[config.mk]
export PLATFORM = sky130hd
export DESIGN_NAME = cswg_regs
export DESIGN_NICKNAME = d
export VERILOG_FILES = /design/src/rtl/cswg_pkg.sv /design/src/rtl/cswg_evt_det.sv /design/src/rtl/cswg_regs.sv
export SDC_FILE = /design/constraint.sdc
export NUM_CORES = 1
export LEC_CHECK = 0
export ABC_AREA = 1
export BUFFER_PORTS_ARGS = -buffer_cell sky130_fd_sc_hd__buf_2
export CORE_MARGIN = 3
export CORE_UTILIZATION = 50
export DETAILED_ROUTE_END_ITERATION = 10
export PLACE_DENSITY_LB_ADDON = 0.15
export SETUP_SLACK_MARGIN = 0.3
export SYNTH_ARGS = -nofsm -noshare
export SYNTH_HDL_FRONTEND = slang
export SYNTH_HIERARCHICAL = 1
export SYNTH_SLANG_ARGS = --single-unit
[constraint.sdc]
create_clock -name CLK_SYS -period 1.93 [get_ports CLK_SYS]
set_input_delay 0.193 -clock CLK_SYS [delete_from_list [all_inputs] [get_ports CLK_SYS]]
set_output_delay 0.193 -clock CLK_SYS [all_outputs]
set_load 0.01 [all_outputs]
[src/rtl/cswg_pkg.sv]
// Constants and carrier types for the per-socket status-change enables
// and card window gate. Assumes one system clock and byte-wide registers.
package cswg_pkg;

    // ------------------------------------------------------------
    // Geometry
    // ------------------------------------------------------------
    localparam int NUM_SOCK = 2;
    localparam int ADDR_W = 7;
    localparam int SOCK_BIT = 6;
    localparam int NUM_MEM_WIN = 5;
    localparam int NUM_IO_WIN = 2;
    localparam int IO_WIN_LSB = 6;

    // ------------------------------------------------------------
    // Register indices within one socket
    // ------------------------------------------------------------
    localparam logic [5:0] IDX_STATUS = 6'h04;
    localparam logic [5:0] IDX_IRQ_CFG = 6'h05;
    localparam logic [5:0] IDX_WIN_EN = 6'h06;
    localparam logic [5:0] IDX_IO_CTL = 6'h07;

    // ------------------------------------------------------------
    // Reset values and field layout
    // ------------------------------------------------------------
    localparam logic [7:0] RST_WIN_EN = 8'h00;
    localparam logic [7:0] RST_IO_CTL = 8'h00;
    localparam logic [7:0] RST_IRQ_CFG = 8'h00;
    localparam logic [3:0] RST_FLAGS = 4'h0;
    localparam logic [7:0] WIN_EN_MASK = 8'hdf;
    localparam int WIN_RSVD_BIT = 5;
    localparam int BIT_CD = 3;
    localparam int BIT_READY = 2;
    localparam int BIT_BWARN = 1;
    localparam int BIT_BDEAD = 0;
    localparam logic [3:0] IO_CARD_MASK = 4'h9;

    // ------------------------------------------------------------
    // Carriers
    // ------------------------------------------------------------
    typedef struct packed {
        logic card_detect_line_a;
        logic card_detect_line_b;
        logic ready;
        logic battery_warning;
        logic battery_dead_or_status_change;
        logic io_card;
    } cswg_card_t;

    typedef struct packed {
        logic card_detect_changed;
        logic ready_rise;
        logic battery_warning;
        logic battery_dead;
    } cswg_evt_t;

endpackage : cswg_pkg

[src/rtl/cswg_evt_det.sv]
// Card line event detector for one socket.
// Assumes card lines are synchronous to the clock.
`timescale 1ns/100ps
module cswg_evt_det
    import cswg_pkg::*;
(
    // Clock and reset
    input wire logic clk,
    input wire logic rst,
    // Card lines
    input cswg_card_t card,
    // Events, one-cycle pulses
    output cswg_evt_t evt
);

    // ------------------------------------------------------------
    // Edge detection
    // ------------------------------------------------------------
    cswg_card_t prev_q;
    cswg_card_t prev_d;
    logic primed_q;
    logic primed_d;
    cswg_evt_t evt_q;
    cswg_evt_t evt_d;

    always_comb
    begin
        prev_d = card;
        primed_d = 1'b1;
        evt_d.card_detect_changed = primed_q &
            ((card.card_detect_line_a ^ prev_q.card_detect_line_a) |
             (card.card_detect_line_b ^ prev_q.card_detect_line_b));
        evt_d.ready_rise = primed_q & card.ready & ~prev_q.ready & ~card.io_card;
        evt_d.battery_warning = primed_q & card.battery_warning &
            ~prev_q.battery_warning & ~card.io_card;
        evt_d.battery_dead = primed_q & card.battery_dead_or_status_change &
            ~prev_q.battery_dead_or_status_change;
    end

    always_ff @(posedge clk or posedge rst)
    begin
        if (rst)
        begin
            prev_q <= '0;
            primed_q <= 1'b0;
            evt_q <= '0;
        end
        else
        begin
            prev_q <= prev_d;
            primed_q <= primed_d;
            evt_q <= evt_d;
        end
    end

    assign evt = evt_q;

endmodule : cswg_evt_det

[src/rtl/cswg_regs.sv]
// Status-change enables, flags and window gate for two card sockets.
// Assumes an outer decoder strips the socket base plus 800h and that an
// outer window comparator reports which window a cycle hits.
`timescale 1ns/100ps
module cswg_regs
    import cswg_pkg::*;
(
    // Clock and reset
    input wire logic CLK_SYS,
    input wire logic RST,
    // Register port
    input wire logic REG_RD,
    input wire logic REG_WR,
    input wire logic [ADDR_W-1:0] REG_ADDR,
    input wire logic [7:0] REG_WDATA,
    output logic [7:0] REG_RDATA,
    output logic REG_RVALID,
    // Card lines
    input cswg_card_t [NUM_SOCK-1:0] CARD,
    // Host cycle to a card window
    input wire logic CYC_VALID,
    input wire logic CYC_SOCK,
    input wire logic CYC_IS_IO,
    input wire logic [2:0] CYC_WIN,
    output logic CYC_CLAIM,
    // Socket state
    output logic [NUM_SOCK-1:0][7:0] WIN_EN,
    output logic [NUM_SOCK-1:0][7:0] IO_WIN_CTRL,
    output logic [NUM_SOCK-1:0] CSC_IRQ
);

    // ------------------------------------------------------------
    // Helpers
    // ------------------------------------------------------------
    function automatic logic win_hit(input logic [7:0] en, input logic is_io,
                                     input logic [2:0] win);
        logic hit;
        hit = 1'b0;
        if (is_io)
        begin
            if (win < 3'(NUM_IO_WIN))
                hit = en[IO_WIN_LSB + int'(win)];
        end
        else if (win < 3'(NUM_MEM_WIN))
        begin
            hit = en[win];
        end
        return hit;
    endfunction : win_hit

    function automatic logic [3:0] flag_view(input logic [3:0] f, input logic io_card);
        return io_card ? (f & IO_CARD_MASK) : f;
    endfunction : flag_view

    // ------------------------------------------------------------
    // Event detectors
    // ------------------------------------------------------------
    cswg_evt_t [NUM_SOCK-1:0] evt;

    genvar gs;
    generate
        for (gs = 0; gs < NUM_SOCK; gs++)
        begin : g_det
            cswg_evt_det u_det (
                .clk(CLK_SYS),
                .rst(RST),
                .card(CARD[gs]),
                .evt(evt[gs])
            );
        end
    endgenerate

    // ------------------------------------------------------------
    // Socket registers
    // ------------------------------------------------------------
    logic [NUM_SOCK-1:0][7:0] win_en_q;
    logic [NUM_SOCK-1:0][7:0] win_en_d;
    logic [NUM_SOCK-1:0][7:0] io_ctl_q;
    logic [NUM_SOCK-1:0][7:0] io_ctl_d;
    logic [NUM_SOCK-1:0][7:0] cfg_q;
    logic [NUM_SOCK-1:0][7:0] cfg_d;
    logic [NUM_SOCK-1:0][3:0] flag_q;
    logic [NUM_SOCK-1:0][3:0] flag_d;
    logic [NUM_SOCK-1:0] irq_q;
    logic [NUM_SOCK-1:0] irq_d;

    always_comb
    begin
        for (int s = 0; s < NUM_SOCK; s++)
        begin
            logic sel;
            logic [3:0] ev;
            sel = (REG_ADDR[SOCK_BIT] == 1'(s));
            ev = evt[s];
            win_en_d[s] = win_en_q[s];
            io_ctl_d[s] = io_ctl_q[s];
            cfg_d[s] = cfg_q[s];
            flag_d[s] = flag_q[s];
            if (REG_WR && sel && REG_ADDR[5:0] == IDX_WIN_EN)
                win_en_d[s] = REG_WDATA & WIN_EN_MASK;
            if (REG_WR && sel && REG_ADDR[5:0] == IDX_IO_CTL)
                io_ctl_d[s] = REG_WDATA;
            if (REG_WR && sel && REG_ADDR[5:0] == IDX_IRQ_CFG)
                cfg_d[s] = REG_WDATA;
            if (REG_RD && sel && REG_ADDR[5:0] == IDX_STATUS)
                flag_d[s] = RST_FLAGS;
            else if (REG_WR && sel && REG_ADDR[5:0] == IDX_STATUS)
                flag_d[s] = flag_q[s] & ~REG_WDATA[3:0];
            flag_d[s] = flag_d[s] | ev;
            flag_d[s] = flag_view(flag_d[s], CARD[s].io_card);
            irq_d[s] = |(flag_q[s] & cfg_q[s][3:0]);
        end
    end

    always_ff @(posedge CLK_SYS or posedge RST)
    begin
        if (RST)
        begin
            for (int s = 0; s < NUM_SOCK; s++)
            begin
                win_en_q[s] <= RST_WIN_EN;
                io_ctl_q[s] <= RST_IO_CTL;
                cfg_q[s] <= RST_IRQ_CFG;
                flag_q[s] <= RST_FLAGS;
            end
            irq_q <= '0;
        end
        else
        begin
            win_en_q <= win_en_d;
            io_ctl_q <= io_ctl_d;
            cfg_q <= cfg_d;
            flag_q <= flag_d;
            irq_q <= irq_d;
        end
    end

    // ------------------------------------------------------------
    // Read port and window claim
    // ------------------------------------------------------------
    logic [7:0] rdata_q;
    logic [7:0] rdata_d;
    logic rvalid_q;
    logic rvalid_d;
    logic claim_q;
    logic claim_d;

    always_comb
    begin
        logic rs;
        rs = REG_ADDR[SOCK_BIT];
        rdata_d = 8'h00;
        rvalid_d = REG_RD;
        if (REG_RD)
        begin
            if (REG_ADDR[5:0] == IDX_STATUS)
                rdata_d = {4'h0, flag_view(flag_q[rs], CARD[rs].io_card)};
            else if (REG_ADDR[5:0] == IDX_IRQ_CFG)
                rdata_d = cfg_q[rs];
            else if (REG_ADDR[5:0] == IDX_WIN_EN)
                rdata_d = win_en_q[rs] & WIN_EN_MASK;
            else if (REG_ADDR[5:0] == IDX_IO_CTL)
                rdata_d = io_ctl_q[rs];
        end
        claim_d = CYC_VALID && win_hit(win_en_q[CYC_SOCK], CYC_IS_IO, CYC_WIN);
    end

    always_ff @(posedge CLK_SYS or posedge RST)
    begin
        if (RST)
        begin
            rdata_q <= 8'h00;
            rvalid_q <= 1'b0;
            claim_q <= 1'b0;
        end
        else
        begin
            rdata_q <= rdata_d;
            rvalid_q <= rvalid_d;
            claim_q <= claim_d;
        end
    end

    assign REG_RDATA = rdata_q;
    assign REG_RVALID = rvalid_q;
    assign CYC_CLAIM = claim_q;
    assign WIN_EN = win_en_q;
    assign IO_WIN_CTRL = io_ctl_q;
    assign CSC_IRQ = irq_q;

    // ------------------------------------------------------------
    // Checks
    // ------------------------------------------------------------
    chk_claim_gate: assert property (@(posedge CLK_SYS) disable iff (RST)
        CYC_VALID && !win_hit(win_en_q[CYC_SOCK], CYC_IS_IO, CYC_WIN) |=> !CYC_CLAIM)
        else $error("Cycle claimed on a disabled window");
    chk_claim_io: assert property (@(posedge CLK_SYS) disable iff (RST)
        CYC_VALID && CYC_IS_IO && CYC_WIN == 3'h1 && WIN_EN[CYC_SOCK][7] |=> CYC_CLAIM)
        else $error("Enabled I/O window 1 not claimed");
    chk_claim_mem: assert property (@(posedge CLK_SYS) disable iff (RST)
        CYC_VALID && !CYC_IS_IO && CYC_WIN == 3'h4 && WIN_EN[CYC_SOCK][4] |=> CYC_CLAIM)
        else $error("Enabled memory window 4 not claimed");
    chk_rsvd_read: assert property (@(posedge CLK_SYS) disable iff (RST)
        REG_RD && REG_ADDR[5:0] == IDX_WIN_EN |=> !REG_RDATA[WIN_RSVD_BIT] && REG_RVALID)
        else $error("Reserved enable bit read as one");

    generate
        for (gs = 0; gs < NUM_SOCK; gs++)
        begin : g_chk
            chk_win_write: assert property (@(posedge CLK_SYS) disable iff (RST)
                REG_WR && REG_ADDR == {1'(gs), IDX_WIN_EN}
                |=> WIN_EN[gs] == ($past(REG_WDATA) & WIN_EN_MASK))
                else $error("Window enable write not taken");
            chk_ioctl_write: assert property (@(posedge CLK_SYS) disable iff (RST)
                REG_WR && REG_ADDR == {1'(gs), IDX_IO_CTL} |=> IO_WIN_CTRL[gs] == $past(REG_WDATA))
                else $error("I/O window control write not taken");
            chk_flag_clear: assert property (@(posedge CLK_SYS) disable iff (RST)
                REG_RD && REG_ADDR == {1'(gs), IDX_STATUS} && evt[gs] == '0 |=> flag_q[gs] == 4'h0)
                else $error("Status read did not clear flags");
            chk_io_mask: assert property (@(posedge CLK_SYS) disable iff (RST)
                CARD[gs].io_card |=> flag_q[gs][2:1] == 2'b00)
                else $error("Memory-only flag set with I/O card");
            chk_irq_raise: assert property (@(posedge CLK_SYS) disable iff (RST)
                evt[gs].card_detect_changed && cfg_q[gs][BIT_CD] &&
                !(REG_WR && REG_ADDR == {1'(gs), IDX_IRQ_CFG})
                |=> ##1 CSC_IRQ[gs])
                else $error("Enabled card detect change gave no request");
            chk_irq_mask: assert property (@(posedge CLK_SYS) disable iff (RST)
                (cfg_q[gs][3:0] == 4'h0) |=> !CSC_IRQ[gs])
                else $error("Request raised with all enables clear");
            chk_irq_drop: assert property (@(posedge CLK_SYS) disable iff (RST)
                (flag_q[gs] & cfg_q[gs][3:0]) == 4'h0 |=> !CSC_IRQ[gs])
                else $error("Request stands with no enabled flag");
        end
    endgenerate

endmodule : cswg_regs

==> results by group, run 1 <==
Worst setup path
  – R2R Path End: CYC_CLAIM
  – CP delay by family, top: flip-flops
  – Crit-path max cell delay: 0.44 ns
  – Crit-path cells: buf_2
  – Crit Path Category: register to output pin
  – CP endpoint kind: output pin
  – Crit path DAT: 0.95 ns
  – R2R Setup Slk: 0.84 ns
  – CP Launch Type: register
  – Reg2Reg Depth: 8
  – Slowest CP cell: dfrtp_1
  – Max FO, Critical Path: 4
  – Crit path required time: between 1.5 and 2 ns
  – FF-to-FF Start: WIN_EN[4]
  – Buf/Inv on CP: 1

Global route
  – Vias in the first global route: approximately 3400
  – First-pass GRT wire length: 16.9 mm
  – GR Util All Layers: 21.8%
  – Largest net degree at the start of global routing: 46
  – GRT overflow: 0
  – Initial antenna violation count: 0

Layout
  – Sequential cell area: around 2200 sq um
  – Most frequent cells in the layout: nand2_1, dfrtp_1, buf_2
  – Filler cells: 752
  – Final net count: 598
  – Layout cells sized above 1: 31.6%
  – Post-route cell area: between 5000 and 6000 sq um
  – Area Overhead vs Synth: 17.4%
  – Multi-input logic area: 1780 sq um
  – Inserted Diodes: 0
  – Non-Filler Instances: 668
  – Commonest non-fill, non-tap cell in the layout: nand2_1

Yosys
  – Post-synthesis compound-gate area fraction: 15.2%
  – Multiplexer share of the synthesized area: 1.41%
  – Post-Synth XOR/XNOR Area: 0%
  – Mapped Area: 4260 sq um
  – Synth Area in Simple Gates: 23.8%
  – Post-synthesis register bit count: 86
  – Avg Synthesized Cell Area: 9.06 sq um
  – EDFF count, synth: 0
  – Adder-Cell Fraction of Synth Area: less than 1%
  – Sequential share of the synthesized area: between 50% and 60%
  – Synthesis warning total: 6
  – Ys async rst share: 100%
  – Yosys cell types: 36
  – Mapped Cells: 470
  – Dominant synthesized flop cell: dfrtp_1
  – Largest family of logic cells by synthesized area: simple AND/OR/NAND/NOR gates

Clock tree
  – CTS tree: yes
  – Setup Buffers After CTS: 0
  – Hold buffer count at CTS: 11
  – CTS H-tree lvls: 3
  – CTS Root Cell: clkbuf_8
  – Clock sinks: 86
  – CTS resizes: 0
  – CTS Buffer Depth: 2
  – TritonCTS Buffers: 9
  – Clk pin slew, worst setup/hold paths: 0.09 ns
  – Worst-Skew Late Latency: 0.35 ns

Timing
  – Clk_skew: 0.0102 ns
  – Setup violators final: 0
  – Max Clk Rate: 872 MHz
  – Final Slew Violations: 0
  – Final Hold Vio Count: 0
  – Fin Setup TNS: 0 ns
  – Unrepaired setup endpoints after global routing: no
  – Fin crit period: 1.15 ns
  – Slew HR: between 60% and 70%
  – Tcrit/Tclk final: 59.4%
  – Worst-margin pin slew: 0.501 ns
  – Fin worst setup slack: 0.784 ns

Hold path
  – Min-Delay Endpoint: CYC_CLAIM
  – Hold path start: CYC_VALID
  – Worst hold stages: 3
  – Worst hold-check path type: primary input to register

Routing
  – Drt initial violations: ~220
  – DR DRC count: 0
  – Wire per inst: 14.6 um
  – ANT nets after route: 0
  – DRT Wirelength: 9.77 mm
  – Via count: 3401
  – First-pass DRT Iterations: 4
  – Via/cell ratio: 5.09

Place
  – PortBufs: ~80
  – Area post-placement: around 4700 sq um
  – Pre-CTS WS: 0.515 ns
  – Placer Congestion: 0.905
  – Inst Count DP: approximately 640
  – HPWL after DPL: 7.09 mm

Floorplan
  – Row count: 33
  – DIE WIDTH: 98.3 um
  – Total Die Area: about 9700 sq um
  – Core Footprint: roughly 8300 sq um
  – IO Pins: 81
  – Initial Utilization: 51.6%
  – Die H: 98.3 um

Pwr
  – Lkg Pwr: 2.63 nW
  – Clock network power share: 33.8%
  – Sequential power share: 52.3%
  – Max IR drop VDD: 0.425 mV
  – Pwr Density: 764 nW/um^2
  – Sw Pwr: 1.09 mW
  – Sw Ratio: between 20 and 30%
  – Pint: 2.73 mW
  – Combinational Power Share: between 10% and 20%

Job
  – Max_cap viols: 0

Status
  – Status: finished, final reports clean
-- power by group through the flow --
stage               Sequential [mW]  Combinational [mW]  Clock, mW
floorplan                      2.04               0.306          0
global placement               2.03               0.505          0
detailed placement             2.03               0.518          0
CTS                            2.00               0.536       1.33
global route                   2.02               0.599       1.42
finish                         2.00               0.530       1.29
-- tightest hold or removal path: stages --
cell and delay [ns]:
buf_2 0.10, inv_1 0.04, a21oi_1 0.03
-- registers in the layout, summed over array words and instances, names as in the netlist --
signal,count
g_det.u_det/evt,8
g_det.u_det/prev_q,10
CSC_IRQ,2
g_det.u_det/primed_q,2
CYC_CLAIM,1
IO_WIN_CTRL,16
WIN_EN,14
flag_q,8
REG_RDATA,8
cfg_q,16
REG_RVALID,1
-- worst max-delay path by stage --
stage | from | to | slack (ns) | cells after the start
after global routing | WIN_EN[4] | CYC_CLAIM | 0.66 | 8
after floorplan | REG_ADDR[6] | IO_WIN_CTRL[8] | 0.81 | 7
after CTS | WIN_EN[1] | WIN_EN[1] | 0.76 | 1
after global placement | REG_ADDR[6] | WIN_EN[3] | 0.56 | 7
final | WIN_EN[1] | WIN_EN[1] | 0.78 | 1
after detailed placement | REG_ADDR[6] | cfg_q[6] | 0.51 | 7
-- final cells by class --
class                      count  share of cell area (%)
tap                          105                    2.63
inverter                      50                    4.08
sequential                    86                    43.0
multi-input combinational    319                    35.5
clock inverter                 7                    1.55
timing repair buffer          92                    10.7
clock buffer                   9                    2.48
-- synth_stat cells (all sizes together), types with 4 or more instances --
cell,count,area (sq um)
nand2,155,647
dfrtp,86,2150
o21ai,59,468
inv,49,191
nor2,26,131
a21oi,23,123
nand3,18,90.1
buf,14,126
nor3,12,65.1
mux2i,6,60.1
a31o,4,35.0
nand4,4,70.1
-- metrics by stage --
step           hold WS, ns  utilization [%]  total power [mW]
5_1_grt             0.0262             60.6              4.03
4_1_cts             0.0243             60.6              3.87
6_report            0.0458             60.6              3.82
2_1_floorplan       0.0332                -              2.35
3_3_place_gp         0.219             56.8              2.54
3_5_place_dp         0.215             56.8              2.55
-- metal layers --
layer  vias up  share of wire (%)  track usage, %
li1       1682                  -               -
met1      1618                 46            30.9
met2        93                 48            34.2
met3         8                4.9            4.14
met4         0                1.1            6.30
met5         -                  0               0
-- kinds of logic after synthesis --
family | count (synthesis)
AO/OA/AOI/OAI | 89
flip-flops | 86
other | 3
multiplexers | 6
AND/OR/NAND/NOR | 217
adder cells (fa/ha/maj) | 3
buffers and inverters | 66
Power figures use the tool's default switching activity.
==> inputs of run 2 (changes only) <==
- clock period: 1.93 -> 0.9 ns (I/O delays scaled with it)
==> results by group, run 2 (synthesis results as in run 1) <==
Clock tree
  – Clk pin slew, worst setup/hold paths: 0.09 ns (about the same)
  – TritonCTS Buffers: 9 (unchanged)
  – CTS tree: yes
  – CTS H-tree lvls: 3 (unchanged)
  – Hold buffer count at CTS: 12 (+1)
  – CTS Buffer Depth: 2 (unchanged)
  – Worst-Skew Late Latency: 0.38 ns (+0.03 ns)
  – Clock sinks: 86 (unchanged)
  – CTS Root Cell: clkbuf_8

Layout
  – Non-Filler Instances: 792 (+19%)
  – Most frequent cells in the layout: buf_6, nand2_1, dfrtp_1
  – Area Overhead vs Synth: 64.6%
  – Commonest non-fill, non-tap cell in the layout: buf_6
  – Final Util: 84.9% (+24 points)
  – Layout cells sized above 1: 57.5% (+26 points)
  – Inserted Diodes: 0 (unchanged)
  – Final net count: 722 (+21%)

Worst setup path
  – CP endpoint kind: register
  – Most frequent CP cell: nand2_1
  – Crit-path cells: nor2_1 -> nor2_1 -> nand2_1 -> a21oi_2 -> nand2_1 -> nand2_1 -> nand2_1 -> a21oi_2
  – Worst setup path startpoint: WIN_EN[4]
  – Crit-path max cell delay: 0.46 ns (+0.02 ns)
  – Max FO, Critical Path: 4 (unchanged)
  – Crit path required time: 1.20 ns (-0.54 ns)
  – CP Launch Type: register
  – CP delay by family, top: simple AND/OR/NAND/NOR gates
  – FF-to-FF Start: WIN_EN[4]
  – Buf/Inv on CP: 0 (-1)
  – Slowest CP cell: dfrtp_1
  – Crit Path Category: register to register
  – Crit path DAT: 1.61 ns (+0.66 ns)
  – R2R Setup Slk: -0.41 ns (-1.25 ns)

Place
  – Placer Congestion: 0.862 (-4.7%)
  – PortBufs: 78 (unchanged)
  – Inst Count DP: 713 (+11%)
  – HPWL after DPL: 8.04 mm (+13%)

Global route
  – GRT overflow: 0 (unchanged)
  – M3 GR Usage: 7.36% (+3.2 points)
  – Initial antenna violation count: 0 (unchanged)
  – Grt met2 use: 46.7% (+13 points)
  – Largest net degree at the start of global routing: 46 (unchanged)
  – GRT Max-Usage Layer: met2
  – Vias in the first global route: 4222 (+25%)
  – GR Util All Layers: 27.0% (+5.3 points)
  – GR Layer Usage met1: 32.3% (+1.4 points)
  – First-pass GRT wire length: 20.5 mm (+22%)

Status
  – Status: finished with violations
  – Failing checks: negative hold slack, negative setup slack

Timing
  – Final Hold Vio Count: 86 (+86)
  – Unrepaired setup endpoints after global routing: yes
  – Setup violators final: 62 (+62)
  – Final Slew Violations: 0 (unchanged)
  – Clk_skew: 0.0154 ns (+0.00519 ns)
  – Max Clk Rate: 764 MHz
  – Fin crit period: 1.31 ns
  – Fin worst setup slack: -0.409 ns (-1.19 ns)
  – Tcrit/Tclk final: 145%
  – Hold WS: -0.290 ns (-0.335 ns)
  – Fin Setup TNS: -9.58 ns (-9.58 ns)

Routing
  – Drt initial violations: 311 (+39%)
  – Wire per inst: 19.8 um (+35%)
  – DRT Wirelength: 15.7 mm (+61%)
  – Via/cell ratio: 5.59 (+9.8%)
  – DR DRC count: 0 (unchanged)
  – ANT nets after route: 0 (unchanged)
  – First-pass DRT Iterations: 5 (+1)
  – Via count: 4428 (+30%)

Pwr
  – Overall Power: 9.78 mW (+160%)
  – Max IR drop VDD: 0.897 mV (+110%)
  – Lkg Pwr: 3.42 nW (+30%)
  – Pwr Density: 1390 nW/um^2 (+82%)

Floorplan
  – Row count: 33 (unchanged)
  – Total Die Area: 9660 sq um (unchanged)
  – IO Pins: 81 (unchanged)
  – Initial Utilization: 51.6% (unchanged)
  – DIE WIDTH: 98.3 um (unchanged)
  – Core Footprint: 8260 sq um (unchanged)
  – Die H: 98.3 um (unchanged)

Job
  – Max_cap viols: 0 (unchanged)

Hold path
  – Worst hold-check path type: primary input to asynchronous set/reset pin
[run 2: worst reg2reg max path, cell delays in order (launching register included)]
cell and delay, ns:
dfrtp_1 0.46, nor2_1 0.09, nor2_1 0.10, nand2_1 0.09, a21oi_2 0.13, nand2_1 0.06, nand2_1 0.07, nand2_1 0.07
a21oi_2 0.16
[run 2: layer usage]
metal / part of all wire, % / up-vias
li1: - / 1942
met1: 36 / 2154
met2: 52 / 250
met3: 7.1 / 82
met4: 5.1 / 0
met5: 0 / -
[run 2: through the flow]
stage                     setup slack [ns]  area, sq um
after floorplan                     -0.124         4390
after global placement              -0.367         5360
after detailed placement            -0.355         5360
after CTS                           -0.238         6530
after global routing                -0.483         7010
final                               -0.409         7010
[run 2: cell type report]
type	instances	area (sq um)
clock buffers	11	131
clock inverters	5	83.8
fillers	414	1240
inverters	50	258
multi-input cells	324	2310
flip-flops and latches	86	2150
well taps	105	131
repair buffers	211	1940
[run 2: worst paths after layout]
kind,end,cells past startpoint
hold / removal,g_det[1].u_det/evt[1],2
max in group asynchronous,WIN_EN[10],3
min in group CLK_SYS,flag_q[6],3
hold reg to reg,g_det[1].u_det/evt[0],1
setup reg to reg,CYC_CLAIM,8
setup / recovery,CYC_CLAIM,8
[run 2: power breakdown]
part | leakage [nW] | internal (mW) | total, mW | switching (mW)
Sequential | 1.12 | 4.10 | 4.32 | 0.220
Combinational | 2.19 | 1.25 | 2.42 | 1.18
Clock | 0.0998 | 1.57 | 3.03 | 1.46
[run 2: repair_timing]
action / CTS / global route
endpoints found under the setup margin: 115 / 115
gates resized for setup: 148 / 84
cloned: 5 / 0
setup buffers: 25 / 21
pin swaps: 28 / 37
endpoints found under the hold margin: 106 / 86
